## src/core/mfr_pkg.sv

```systemverilog
/*
 * Shared constants and types of the multiplexed flash host read port.
 * Assumes a 100 MHz core clock that samples every host pin.
 */
package mfr_pkg;

    localparam int WORD_W = 16;

    // Burst latency figures, in burst clock cycles
    localparam logic [2:0] LAT_RESET = 3'h4;
    localparam logic [2:0] LAT_MIN = 3'h3;
    localparam logic [2:0] LAT_MAX = 3'h7;

    // Burst length select codes
    localparam logic [2:0] BLEN_CONT = 3'h0;
    localparam logic [2:0] BLEN_4 = 3'h1;
    localparam logic [2:0] BLEN_8 = 3'h2;
    localparam logic [2:0] BLEN_16 = 3'h3;
    localparam logic [2:0] BLEN_32 = 3'h4;

    // Pin synchroniser layout and idle values after reset
    localparam int SYNC_W = 22;
    localparam int POS_DATA = 0;
    localparam int POS_CLK = 16;
    localparam int POS_HRST = 17;
    localparam int POS_ADV = 18;
    localparam int POS_WE = 19;
    localparam int POS_OE = 20;
    localparam int POS_CE = 21;
    localparam logic [21:0] SYNC_RESET = 22'h3EFFFF;

    typedef enum logic [1:0] {
        ST_IDLE = 2'b00,
        ST_ASYNC = 2'b01,
        ST_LAT = 2'b10,
        ST_BURST = 2'b11
    } mfr_state_type;

endpackage : mfr_pkg

```

## src/core/mfr_sync.sv

```systemverilog
/*
 * Two-stage synchroniser for a group of pin levels.
 * Assumes each bit is a level from outside the core clock domain.
 */
`timescale 1ns/100ps

module mfr_sync #(
    parameter int WIDTH = 1,
    parameter logic [WIDTH-1:0] RST_VAL = '0
) (
    input wire logic i_clock,
    input wire logic i_srst,
    input wire logic [WIDTH-1:0] i_async,
    output logic [WIDTH-1:0] o_sync
);

    logic [WIDTH-1:0] stage1_r;
    logic [WIDTH-1:0] stage2_r;

    always_ff @(posedge i_clock) begin
        if (i_srst) begin
            stage1_r <= RST_VAL;
            stage2_r <= RST_VAL;
        end else begin
            stage1_r <= i_async;
            stage2_r <= stage1_r;
        end
    end

    assign o_sync = stage2_r;

endmodule : mfr_sync

```

## src/core/mfr_read_port.sv

```systemverilog
/*
 * Device-side read logic of a multiplexed address/data flash port:
 * asynchronous reads, clocked linear and wrapping bursts, ready pulse.
 * Assumes an array read port on the core clock answering one cycle
 * after the address, and configuration levels from the device's own
 * register file. The burst clock is sampled, not used as a clock.
 */
`timescale 1ns/100ps

// Overview of operation
// - Async read: latch address, drive addressed word
// - Read mode select enables clocked bursts
// - Fixed bursts wrap inside aligned length
// - Each later clock edge advances the address
// - First word output asynchronously, ignoring latency
// - Latency resets to four, accepts three to seven
// - First burst data at latency plus one edge
// - Ready pulse marks the first burst word
// - Clocked access in async mode still reads
// - Chip select, resets or write end bursts
// - Continuous burst runs sequentially, wraps at top
// - Data lines float when deselected or disabled
// - Hard reset holds device idle with data lines floating while active
module mfr_read_port #(
    parameter int ADDR_W = 16
) (
    input wire logic I_CLOCK,
    input wire logic I_SRST,
    input wire logic i_chip_select_n,
    input wire logic i_output_enable_n,
    input wire logic i_write_strobe_n,
    input wire logic i_address_valid_strobe_n,
    input wire logic i_hard_reset_n,
    input wire logic i_burst_clock,
    input wire logic [mfr_pkg::WORD_W-1:0] i_data_lines,
    input wire logic i_read_mode_select,
    input wire logic [2:0] i_burst_latency_cycles,
    input wire logic [2:0] i_burst_length_select,
    input wire logic i_soft_reset,
    input wire logic [mfr_pkg::WORD_W-1:0] i_mem_data,
    output logic [ADDR_W-1:0] o_mem_addr,
    output logic [mfr_pkg::WORD_W-1:0] o_data_lines,
    output logic o_data_lines_oe,
    output logic o_data_valid_flag
);

    ////////////////////////////////////////////////////////////////////////////
    // Pin synchronisation

    logic [mfr_pkg::SYNC_W-1:0] pins_s;
    logic ce_n_s;
    logic oe_n_s;
    logic we_n_s;
    logic adv_n_s;
    logic hrst_n_s;
    logic bclk_s;
    logic [mfr_pkg::WORD_W-1:0] dq_s;
    logic bclk_d_r;
    logic bclk_rise;

    mfr_sync #(
        .WIDTH(mfr_pkg::SYNC_W),
        .RST_VAL(mfr_pkg::SYNC_RESET)
    ) u_sync (
        .i_clock(I_CLOCK),
        .i_srst(I_SRST),
        .i_async({i_chip_select_n, i_output_enable_n, i_write_strobe_n,
                  i_address_valid_strobe_n, i_hard_reset_n, i_burst_clock,
                  i_data_lines}),
        .o_sync(pins_s)
    );

    assign ce_n_s = pins_s[mfr_pkg::POS_CE];
    assign oe_n_s = pins_s[mfr_pkg::POS_OE];
    assign we_n_s = pins_s[mfr_pkg::POS_WE];
    assign adv_n_s = pins_s[mfr_pkg::POS_ADV];
    assign hrst_n_s = pins_s[mfr_pkg::POS_HRST];
    assign bclk_s = pins_s[mfr_pkg::POS_CLK];
    assign dq_s = pins_s[mfr_pkg::POS_DATA +: mfr_pkg::WORD_W];

    // Burst clock edge detection on the synchronised level
    always_ff @(posedge I_CLOCK) begin
        if (I_SRST) begin
            bclk_d_r <= 1'b0;
        end else begin
            bclk_d_r <= bclk_s;
        end
    end

    assign bclk_rise = bclk_s & ~bclk_d_r;

    ////////////////////////////////////////////////////////////////////////////
    // Burst address arithmetic

    function automatic logic [ADDR_W-1:0] next_addr(
        input logic [ADDR_W-1:0] addr,
        input logic [2:0] len_sel
    );
        logic [ADDR_W-1:0] mask;
        logic [ADDR_W-1:0] inc;
        mask = '1;
        inc = addr + ADDR_W'(1);
        case (len_sel)
            mfr_pkg::BLEN_4: mask = ADDR_W'(3);
            mfr_pkg::BLEN_8: mask = ADDR_W'(7);
            mfr_pkg::BLEN_16: mask = ADDR_W'(15);
            mfr_pkg::BLEN_32: mask = ADDR_W'(31);
            default: mask = '1;
        endcase
        return (addr & ~mask) | (inc & mask);
    endfunction : next_addr

    ////////////////////////////////////////////////////////////////////////////
    // Configuration

    logic [2:0] lat_r;
    logic sync_mode;
    logic terminate;
    logic latch_req;

    // Latency register: out-of-range requests are ignored
    always_ff @(posedge I_CLOCK) begin
        if (I_SRST || !hrst_n_s || i_soft_reset) begin
            lat_r <= mfr_pkg::LAT_RESET;
        end else if (i_burst_latency_cycles >= mfr_pkg::LAT_MIN &&
                     i_burst_latency_cycles <= mfr_pkg::LAT_MAX) begin
            lat_r <= i_burst_latency_cycles;
        end
    end

    // Held in async mode while hard reset is active
    assign sync_mode = i_read_mode_select & hrst_n_s;

    assign terminate = ce_n_s | ~hrst_n_s | i_soft_reset | ~we_n_s;
    assign latch_req = ~adv_n_s & we_n_s;

    ////////////////////////////////////////////////////////////////////////////
    // Read sequencer

    mfr_pkg::mfr_state_type state_r;
    logic [2:0] edge_cnt_r;
    logic [ADDR_W-1:0] addr_r;
    logic rdy_r;

    always_ff @(posedge I_CLOCK) begin
        if (I_SRST || terminate) begin
            state_r <= mfr_pkg::ST_IDLE;
            edge_cnt_r <= 3'h0;
        end else if (latch_req && (bclk_rise || state_r != mfr_pkg::ST_LAT)) begin
            // Strobe held low after the latch edge waits for the next clock
            edge_cnt_r <= 3'h0;
            if (sync_mode && bclk_rise) begin
                state_r <= mfr_pkg::ST_LAT;
            end else begin
                // First word comes out without waiting for latency
                state_r <= mfr_pkg::ST_ASYNC;
            end
        end else begin
            case (state_r)
                mfr_pkg::ST_LAT: begin
                    if (bclk_rise) begin
                        edge_cnt_r <= edge_cnt_r + 3'h1;
                        if (edge_cnt_r + 3'h1 == lat_r) begin
                            state_r <= mfr_pkg::ST_BURST;
                        end
                    end
                end
                default: begin
                    state_r <= state_r;
                end
            endcase
        end
    end

    // Address latch and burst advance
    always_ff @(posedge I_CLOCK) begin
        if (I_SRST) begin
            addr_r <= '0;
        end else if (!terminate && latch_req) begin
            addr_r <= dq_s[ADDR_W-1:0];
        end else if (!terminate && state_r == mfr_pkg::ST_BURST && bclk_rise) begin
            addr_r <= next_addr(addr_r, i_burst_length_select);
        end
    end

    // Ready pulse: one burst clock period, from the fetch edge
    always_ff @(posedge I_CLOCK) begin
        if (I_SRST || terminate || latch_req) begin
            rdy_r <= 1'b0;
        end else if (state_r == mfr_pkg::ST_LAT && bclk_rise &&
                     edge_cnt_r + 3'h1 == lat_r) begin
            rdy_r <= 1'b1;
        end else if (bclk_rise) begin
            rdy_r <= 1'b0;
        end
    end

    ////////////////////////////////////////////////////////////////////////////
    // Output stage

    logic [mfr_pkg::WORD_W-1:0] data_r;
    logic oe_r;

    always_ff @(posedge I_CLOCK) begin
        if (I_SRST) begin
            data_r <= '0;
            oe_r <= 1'b0;
        end else begin
            data_r <= i_mem_data;
            oe_r <= (state_r != mfr_pkg::ST_IDLE) && !ce_n_s && !oe_n_s &&
                    adv_n_s && !terminate;
        end
    end

    assign o_mem_addr = addr_r;
    assign o_data_lines = data_r;
    assign o_data_lines_oe = oe_r;
    assign o_data_valid_flag = rdy_r;

endmodule : mfr_read_port

```

## config.mk

```make
export PLATFORM = sky130hd
export DESIGN_NAME = mfr_read_port
export DESIGN_NICKNAME = d
export VERILOG_FILES = /design/src/core/mfr_pkg.sv /design/src/core/mfr_sync.sv /design/src/core/mfr_read_port.sv
export SDC_FILE = /design/constraint.sdc
export NUM_CORES = 1
export LEC_CHECK = 0
export BUFFER_PORTS_ARGS = -buffer_cell sky130_fd_sc_hd__buf_2
export CAP_MARGIN = 20
export CORE_MARGIN = 2
export CORE_UTILIZATION = 50
export DETAILED_ROUTE_END_ITERATION = 8
export PLACE_DENSITY = 0.76
export SLEW_MARGIN = 20
export SYNTH_ARGS = -nofsm -noshare
export SYNTH_HDL_FRONTEND = slang
export SYNTH_SLANG_ARGS = --single-unit
```

## constraint.sdc

```tcl
create_clock -name I_CLOCK -period 2.3 [get_ports I_CLOCK]
set_input_delay 0.46 -clock I_CLOCK [delete_from_list [all_inputs] [get_ports I_CLOCK]]
set_output_delay 0.46 -clock I_CLOCK [all_outputs]
set_load 0.05 [all_outputs]
```

==> results of run 1 <==
logic make-up after synthesis:
logic type      synth area share
simple gates               0.267
fa+ha+maj                0.00778
flops                      0.541
xor+xnor                  0.0354
mux                      0.00311
buf+inv                   0.0241
compound gates             0.121
cell type report:
| cell class | instances | area (µm²) | area share |
|---|---|---|---|
| clock inverter | 6 | 36.3 | 0.00935 |
| multi-input combinational | 219 | 1400 | 0.360 |
| sequential | 87 | 1740 | 0.449 |
| timing repair buffer | 86 | 455 | 0.117 |
| tap | 77 | 96.3 | 0.0248 |
| clock buffer | 10 | 138 | 0.0355 |
| inverter | 4 | 15.0 | 0.00387 |
how the worst min path moves through the flow:
stage / startpoint / end
floorplan: u_sync.o_sync[20]$_SDFF_PP1_ / o_data_lines_oe$_SDFF_PP0_
global placement: u_sync.stage1_r[2]$_SDFF_PP1_ / u_sync.o_sync[2]$_SDFF_PP1_
detailed placement: u_sync.stage1_r[14]$_SDFF_PP1_ / u_sync.o_sync[14]$_SDFF_PP1_
CTS: i_data_lines[4] / u_sync.stage1_r[4]$_SDFF_PP1_
global route: i_data_lines[2] / u_sync.stage1_r[2]$_SDFF_PP1_
finish: i_data_lines[4] / u_sync.stage1_r[4]$_SDFF_PP1_
power by group through the flow:
stage / Combinational (mW) / Clock (mW) / Sequential (mW)
finish: 0.222 / 0.924 / 1.58
global route: 0.243 / 1.00 / 1.58
CTS: 0.224 / 0.953 / 1.58
detailed placement: 0.224 / 0 / 1.61
global placement: 0.220 / 0 / 1.61
floorplan: 0.0908 / 0 / 1.67
layer usage:
metal,vias up,global-route usage
li1,1277,-
met1,1074,0.239
met2,85,0.294
met3,12,0.0570
met4,0,0.0850
met5,-,0
critical path: stages, from the launching register on:
cell	delay [ns]
dfxtp_1	0.44
ha_1	0.24
nand4_1	0.27
nor2_1	0.38
a31o_2	0.21
a31oi_1	0.08
nor3_1	0.17
synthesized netlist by cell type, types with 2 or more instances:
cell type and n:
or2_2 42, a21oi_1 13, nor2b_1 21, a31o_2 2, a31oi_1 2, xor2_1 6, o22ai_1 2, nand2b_1 5
o21ai_0 8, nand3_1 5, o21a_1 2, or3_1 2, or3_4 2, nor2_1 26, clkbuf_1 9, a311oi_1 2
a32oi_1 2, and4_1 2, o32ai_1 4, xnor2_1 7, a211oi_1 4, nor3_1 13, nand2_1 15, dfxtp_1 87
inv_1 3, a221oi_1 3, ha_1 2
per-stage QoR:
step,power [mW],instance area (µm²)
2_1_floorplan,1.76,3220
4_1_cts,2.75,3880
3_5_place_dp,1.84,3710
3_3_place_gp,1.83,3710
5_1_grt,2.83,3880
6_report,2.72,3880
==> out/results.txt, run 1 <==
Post-CTS setup buffer count - 0
Setup violations, final - 0
Total Nets Final - 457
Post-synthesis area per instance - 9.96 µm²
Reg-to-reg startpoint - o_mem_addr[0]$_SDFFE_PP0P_
Filler cells - 562
WL per Instance - 12.7 µm
CP Data Required Time - 2.57 ns
Number of buffers created by CTS - 9
Static Leak - 1.61 nW
Max Cap Viol - 0
Period utilisation layout - 0.804
Total track usage - 0.188
Post-synth EDFFs - 0
TritonCTS clock tree - built
Distinct cell type count of the synthesized netlist - 59
Worst skew pair latency - 0.35 ns
Worst path arrival time - 2.12 ns
Status - completed
H-tree depth - 3
Hold Fails Final Rpt - 0
Final WL - 6.23 mm
Worst Reg-to-Reg Cells - 6
Synth Warn # - 0
Placed Cells - 473
Sw Ratio - 0.241
Top Layer Used - met4
Hold Path Class - input pin to flop
Met3 wire length - 382 µm
CTS resizes - 0
Metal-1 WL - 2.88 mm
Number of inserted diodes - 0
Layout cells sized above 1 - 0.379
Slew Limit Fails - 0
Syn nets - 373
Placer Congestion - 0.888
CTS sink cnt - 87
Syn Std Cell Area - 3220 µm²
Psw - 0.656 mW
DRT iter0 DRCs - 158
Int Pwr - 2.07 mW
Die area - 7090 µm²
Port-buffer cells - 81
Async set-reset flop share out of synthesis - 0
Via count - 2448
Synth Register Bits - 87
Crit-path max FO - 6
Pin slew with the least headroom to its limit - 0.491 ns
# DRC - 0
CTS Buffer Depth - 2
Pwr dens - 702 nW/µm²
Antenna violations before repair - 0
Post-Layout Cell Count - 489
First-pass GRT wire length - 10.7 mm
Hold Path Stages - 2
Die span in x - 84.2 µm
Most common cell after layout, fill and taps aside - dfxtp_1
Placeable Area - 6280 µm²
Syn-to-layout area delta - 20.6%
Max Fclk - 541 MHz
Vias per Instance - 5.01
Top_reg_cell synth - dfxtp_1
Startpoint Class - flop
Grt total ovfl - 0
Clock transition at path regs - 0.08 ns
# IOs - 82
Largest net degree at the start of global routing - 44
Post-route setup TNS - 0 ns
Largest vdd supply drop - 436 µV
Top-area cell type share of the netlist area - 0.541
Final hold slack - 0.292 ns
Clock share of power - 0.339
Worst Setup SP - o_mem_addr[0]$_SDFFE_PP0P_
Num rows - 29
DR pass1 iterations - 4
Setup ws final - 0.451 ns
Vias in the first global route - 2350
Period minus WS final - 1.85 ns
Final antenna-violating net count - 0
Mapped Cells - 323
Hpwl dp - 4.41 mm
Met2 WL post-DR - 2.83 mm
Die H - 84.2 µm
Seq/Total Area, Yosys - 0.541
Relative slew slack - 0.670
Flop pwr share - 0.579
Synth area leader - dfxtp_1
Dpl ws - 0.335 ns
Final Util - 0.618
Post-CTS Hold Fix Bufs - 0
Starting density of the core - 0.512
Critical path class - flop to flop
CP endpoint kind - flop
Most frequent cells in the layout - dfxtp_1 (87), buf_2 (81), or2_2 (42), nor2_1 (26), nor2b_1 (21)
Ranking of synthesized cells by area - dfxtp_1 (54%), or2_2 (8.2%), nor2b_1 (4.1%)
RSZ-0062 raised after global routing - false
Slack of the worst reg-to-reg path - 0.45 ns
Comb power frac - 0.081
Root buffer cell - clkbuf_8
Fin Clk Skew - 0.00967 ns
Note: power is estimated with default switching activity, not from simulation.
==> run 2, diff against run 1 <==
==> constraint.sdc (replaced) <==
create_clock -name I_CLOCK -period 1.8 [get_ports I_CLOCK]
set_input_delay 0.36 -clock I_CLOCK [delete_from_list [all_inputs] [get_ports I_CLOCK]]
set_output_delay 0.36 -clock I_CLOCK [all_outputs]
set_load 0.05 [all_outputs]
==> out/results.txt, run 2 (same netlist as run 1, synthesis figures left out) <==
Status - completed
TritonCTS clock tree - built
Crit-path max FO - 5 (-1)
Fin Clk Skew - 0.00835 ns (-0.00132 ns)
Period minus WS final - 1.67 ns (-0.178 ns)
Dpl ws - -0.0501 ns (-0.385 ns)
Most common cell after layout, fill and taps aside - buf_2
Psw - 0.852 mW (+30%)
Layout cells sized above 1 - 0.421 (+0.0425)
CP Data Required Time - 2.07 ns (-0.50 ns)
H-tree depth - 3 (unchanged)
Area of the multi-input gates - 1410 µm² (+0.54%)
Syn-to-layout area delta - 24.6%
Filler cells - 546 (-2.8%)
Relative slew slack - 0.687 (+0.0178)
Number of buffers created by CTS - 9 (unchanged)
Clock transition at path regs - 0.08 ns (about the same)
Hold Path Class - input pin to flop
# DRC - 0 (unchanged)
Pin slew with the least headroom to its limit - 0.465 ns (-0.0252 ns)
Final antenna-violating net count - 0 (unchanged)
Final Util - 0.638 (+0.0203)
Largest vdd supply drop - 548 µV (+26%)
Number of inserted diodes - 0 (unchanged)
Startpoint Class - flop
Die span in x - 84.2 µm (unchanged)
Total track usage - 0.193 (+0.00577)
First-pass GRT wire length - 11.0 mm (+3.0%)
Final WL - 6.59 mm (+5.7%)
Setup ws final - 0.129 ns (-0.322 ns)
Slack of the worst reg-to-reg path - 0.13 ns (-0.32 ns)
Placeable Area - 6280 µm² (unchanged)
RSZ-0062 raised after global routing - true
DRT iter0 DRCs - 204 (+29%)
CTS Buffer Depth - 2 (unchanged)
Die area - 7090 µm² (unchanged)
Most frequent cells in the layout - buf_2 (81), dfxtp_1 (78), or2_2 (42), nor2_1 (25), nor2b_1 (21)
Sw Ratio - 0.233 (-0.00773)
Setup violations, final - 0 (unchanged)
Static Leak - 1.68 nW (+4.4%)
Hold Fails Final Rpt - 0 (unchanged)
Vias in the first global route - 2424 (+3.1%)
Hold Path Stages - 2 (unchanged)
CTS sink cnt - 87 (unchanged)
Worst Reg-to-Reg Cells - 6 (unchanged)
Total Nets Final - 470 (+2.8%)
Vias per Instance - 5.15 (+2.8%)
Max Cap Viol - 0 (unchanged)
Root buffer cell - clkbuf_8
Worst path arrival time - 1.94 ns (-0.18 ns)
CP endpoint kind - flop
Worst skew pair latency - 0.35 ns (about the same)
Final hold slack - 0.191 ns (-0.100 ns)
Placer Congestion - 0.906 (+2.0%)
DR pass1 iterations - 5 (+1)
Power, Total - 3.65 mW (+34%)
Critical path class - flop to flop
Slew Limit Fails - 0 (unchanged)
Max Fclk - 598 MHz (+11%)
Flop pwr share - 0.552 (-0.027)
Port-buffer cells - 81 (unchanged)
Period utilisation layout - 0.928 (+0.125)
Num rows - 29 (unchanged)
Hpwl dp - 4.77 mm (+8.0%)
Reg area - 1750 µm² (+0.65%)
Antenna violations before repair - 0 (unchanged)
Die H - 84.2 µm (unchanged)
Starting density of the core - 0.512 (unchanged)
Comb power frac - 0.082 (about the same)
Largest net degree at the start of global routing - 38 (-14%)
WL per Instance - 13.1 µm (+3.0%)
Via count - 2584 (+5.6%)
Int Pwr - 2.80 mW (+35%)
Clock share of power - 0.366 (+0.027)
Post-CTS Hold Fix Bufs - 0 (unchanged)
Pwr dens - 911 nW/µm² (+30%)
Post-CTS setup buffer count - 0 (unchanged)
Grt total ovfl - 0 (unchanged)
# IOs - 82 (unchanged)
==> run 2: worst paths after layout <==
check                                                     from                              to
worst max-delay path                o_mem_addr[1]$_SDFFE_PP0P_                            flop
worst min-delay path                          i_data_lines[12]  u_sync.stage1_r[12]$_SDFF_PP1_
worst max register to register      o_mem_addr[1]$_SDFFE_PP0P_                            flop
worst min register to register  u_sync.stage1_r[13]$_SDFF_PP1_    u_sync.o_sync[13]$_SDFF_PP1_
==> run 2: power groups by stage <==
stage | clock network, mW | registers [mW] | logic (mW)
2_1_floorplan | 0 | 2.13 | 0.116
3_3_place_gp | 0 | 2.06 | 0.294
3_5_place_dp | 0 | 2.06 | 0.299
4_1_cts | 1.38 | 2.02 | 0.300
5_1_grt | 1.46 | 2.02 | 0.325
6_report | 1.34 | 2.02 | 0.298
==> run 2: stage by stage <==
stage / cell area (µm²) / cells / TNS [ns]
after floorplan: 3230 / 323 / 0
after global placement: 3800 / 486 / 0
after detailed placement: 3800 / 486 / -0.0522
after CTS: 4000 / 502 / 0
after global routing: 4010 / 502 / -0.00128
final: 4010 / 502 / 0
==> run 2: critical path, cell delays in order, from the launching register on <==
cell	delay (ns)
dfxtp_2	0.37
ha_1	0.19
nand4_1	0.29
nor2_2	0.32
a31o_2	0.20
a31oi_1	0.08
nor3_1	0.15
==> run 2: metal layers <==
metal  part of all wire  routed length, µm  track usage
met4              0.020                133       0.0836
met5                  0                  0            0
met1               0.44               2880        0.251
met3              0.076                501       0.0551
met2               0.47               3070        0.302
==> run 2: area by class of cell <==
| cell class | count | area share |
|---|---|---|
| clock inverters | 5 | 0.0140 |
| repair buffers | 99 | 0.135 |
| inverters | 4 | 0.00375 |
| clock buffers | 11 | 0.0353 |
| well taps | 77 | 0.0240 |
| flip-flops and latches | 87 | 0.437 |
| multi-input cells | 219 | 0.351 |
==> run 2: timing repair <==
item | in CTS | in global routing
endpoints found under the hold margin | 0 | 0
setup endpoints to repair | 0 | 2
resized for setup | 0 | 2
==> run 3, diff against run 2 <==
--- a/config.mk
+++ b/config.mk
@@ -11,6 +11,7 @@
 export CORE_UTILIZATION = 50
 export DETAILED_ROUTE_END_ITERATION = 8
 export PLACE_DENSITY = 0.76
+export REMOVE_ABC_BUFFERS = 1
 export SLEW_MARGIN = 20
 export SYNTH_ARGS = -nofsm -noshare
 export SYNTH_HDL_FRONTEND = slang
==> out/results.txt, run 3 (same netlist as run 1, synthesis figures left out) <==
Status - completed
Root buffer cell - clkbuf_8
Final antenna-violating net count - 0 (unchanged)
Comb power frac - 0.078 (-0.004)
First-pass GRT wire length - 11.2 mm (+1.8%)
Setup violations, final - 0 (unchanged)
Pin slew with the least headroom to its limit - 0.357 ns (-0.108 ns)
Clock share of power - 0.389 (+0.023)
Largest vdd supply drop - 687 µV (+25%)
Period minus WS final - 1.65 ns (-0.0204 ns)
Most common cell after layout, fill and taps aside - dfxtp_1
Sw Ratio - 0.232 (-0.00104)
Flop pwr share - 0.532 (-0.020)
Final Util - 0.651 (+0.0126)
Critical path class - flop to flop
DRT iter0 DRCs - 172 (-16%)
Largest net degree at the start of global routing - 70 (+84%)
Psw - 0.878 mW (+3.1%)
CTS Buffer Depth - 2 (unchanged)
Setup ws final - 0.149 ns (+0.0204 ns)
Max Fclk - 606 MHz (+1.2%)
CP endpoint kind - flop
Grt total ovfl - 0 (unchanged)
Placed Cells - 490 (+0.82%)
Worst path arrival time - 1.88 ns (-0.06 ns)
Post-Layout Cell Count - 508 (+1.2%)
RSZ-0062 raised after global routing - false
CTS sink cnt - 87 (unchanged)
Placeable Area - 6280 µm² (unchanged)
Finished Cell Area - 4090 µm² (+2.0%)
Relative slew slack - 0.762 (+0.0745)
DR pass1 iterations - 4 (-1)
# DRC - 0 (unchanged)
Number of inserted diodes - 0 (unchanged)
Placer Congestion - 0.834 (-8.0%)
Die H - 84.2 µm (unchanged)
CP Data Required Time - 2.03 ns (-0.04 ns)
Hold Path Class - input pin to flop
WL per Instance - 13.2 µm (+0.80%)
Via count - 2624 (+1.5%)
Startpoint Class - flop
Port-buffer cells - 81 (unchanged)
Filler cells - 516 (-5.5%)
Starting density of the core - 0.512 (unchanged)
Hold Fails Final Rpt - 0 (unchanged)
Num rows - 29 (unchanged)
Dpl ws - -0.0398 ns (+0.0102 ns)
Vias in the first global route - 2527 (+4.2%)
Static Leak - 1.72 nW (+2.6%)
Die area - 7090 µm² (unchanged)
Slew Limit Fails - 0 (unchanged)
Layout cells sized above 1 - 0.418 (-0.00354)
TritonCTS clock tree - built
Worst skew pair latency - 0.35 ns (about the same)
Hpwl dp - 4.80 mm (+0.64%)
Most frequent cells in the layout - dfxtp_1 (83), buf_2 (81), or2_2 (42), nor2_1 (26), buf_4 (23)
Crit-path max FO - 10 (+5)
Syn-to-layout area delta - 27.0%
Pwr dens - 925 nW/µm² (+1.6%)
Post-CTS Hold Fix Bufs - 0 (unchanged)
Area after DPL - 3830 µm² (+0.82%)
Fin Clk Skew - 0.0111 ns (+0.00275 ns)
Period utilisation layout - 0.917 (-0.0113)
Vias per Instance - 5.17 (+0.35%)
Die span in x - 84.2 µm (unchanged)
Int Pwr - 2.90 mW (+3.7%)
H-tree depth - 3 (unchanged)
Clock transition at path regs - 0.09 ns (about the same)
# IOs - 82 (unchanged)
Total track usage - 0.197 (+0.00369)
Final WL - 6.72 mm (+2.0%)
Max Cap Viol - 0 (unchanged)
Total Nets Final - 476 (+1.3%)
Number of buffers created by CTS - 9 (unchanged)
Post-route setup TNS - 0 ns (unchanged)
Antenna violations before repair - 0 (unchanged)
[run 3: critical path, stage by stage (launching register included)]
cell and delay, ns:
dfxtp_1 0.40, nand4b_1 0.19, or2_0 0.29, o21a_1 0.31
a221oi_1 0.26, nor3_1 0.08
[run 3: metrics by stage]
| step | power, mW | hold WS (ns) |
|---|---|---|
| finish | 3.78 | 0.183 |
| global route | 3.93 | 0.168 |
| CTS | 3.82 | 0.166 |
| detailed placement | 2.36 | 0.393 |
| global placement | 2.35 | 0.392 |
| floorplan | 2.22 | 0.375 |
[run 3: worst paths after layout]
check	start	to	slack [ns]	cells after the start
max	state_r[1]$_SDFFE_PP0P_	flop	0.15	5
min	i_data_lines[13]	u_sync.stage1_r[13]$_SDFF_PP1_	0.18	2
max reg2reg	state_r[1]$_SDFFE_PP0P_	flop	0.15	5
min reg2reg	u_sync.stage1_r[12]$_SDFF_PP1_	u_sync.o_sync[12]$_SDFF_PP1_	0.41	1
[run 3: metal layers]
metal	global-route usage	vias up	part of all wire	wire length, µm
met3	0.0433	11	0.066	445
met4	0.0806	0	0.017	112
met2	0.313	90	0.46	3090
li1	-	1312	-	-
met5	0	-	0	0
met1	0.262	1211	0.46	3070
[run 3: area by class of cell]
class,instances,area (µm²),area share
Clock buffer,9,124,0.0303
Sequential cell,87,1750,0.427
Inverter,4,15.0,0.00367
Timing Repair Buffer,105,598,0.146
Multi-Input combinational cell,219,1410,0.345
Tap cell,77,96.3,0.0236
Clock inverter,7,95.1,0.0233
[run 3: power groups by stage]
stage / registers, mW / clock network [mW] / logic, mW
after floorplan: 2.13 / 0 / 0.0934
after global placement: 2.06 / 0 / 0.291
after detailed placement: 2.06 / 0 / 0.296
after CTS: 2.01 / 1.51 / 0.297
after global routing: 2.02 / 1.58 / 0.322
final: 2.01 / 1.47 / 0.297
[run 3: repair_timing]
item,in CTS,in global routing
buffers inserted,0,2
setup endpoints to repair,0,5
gates resized for setup,0,6
hold endpoints to repair,0,0
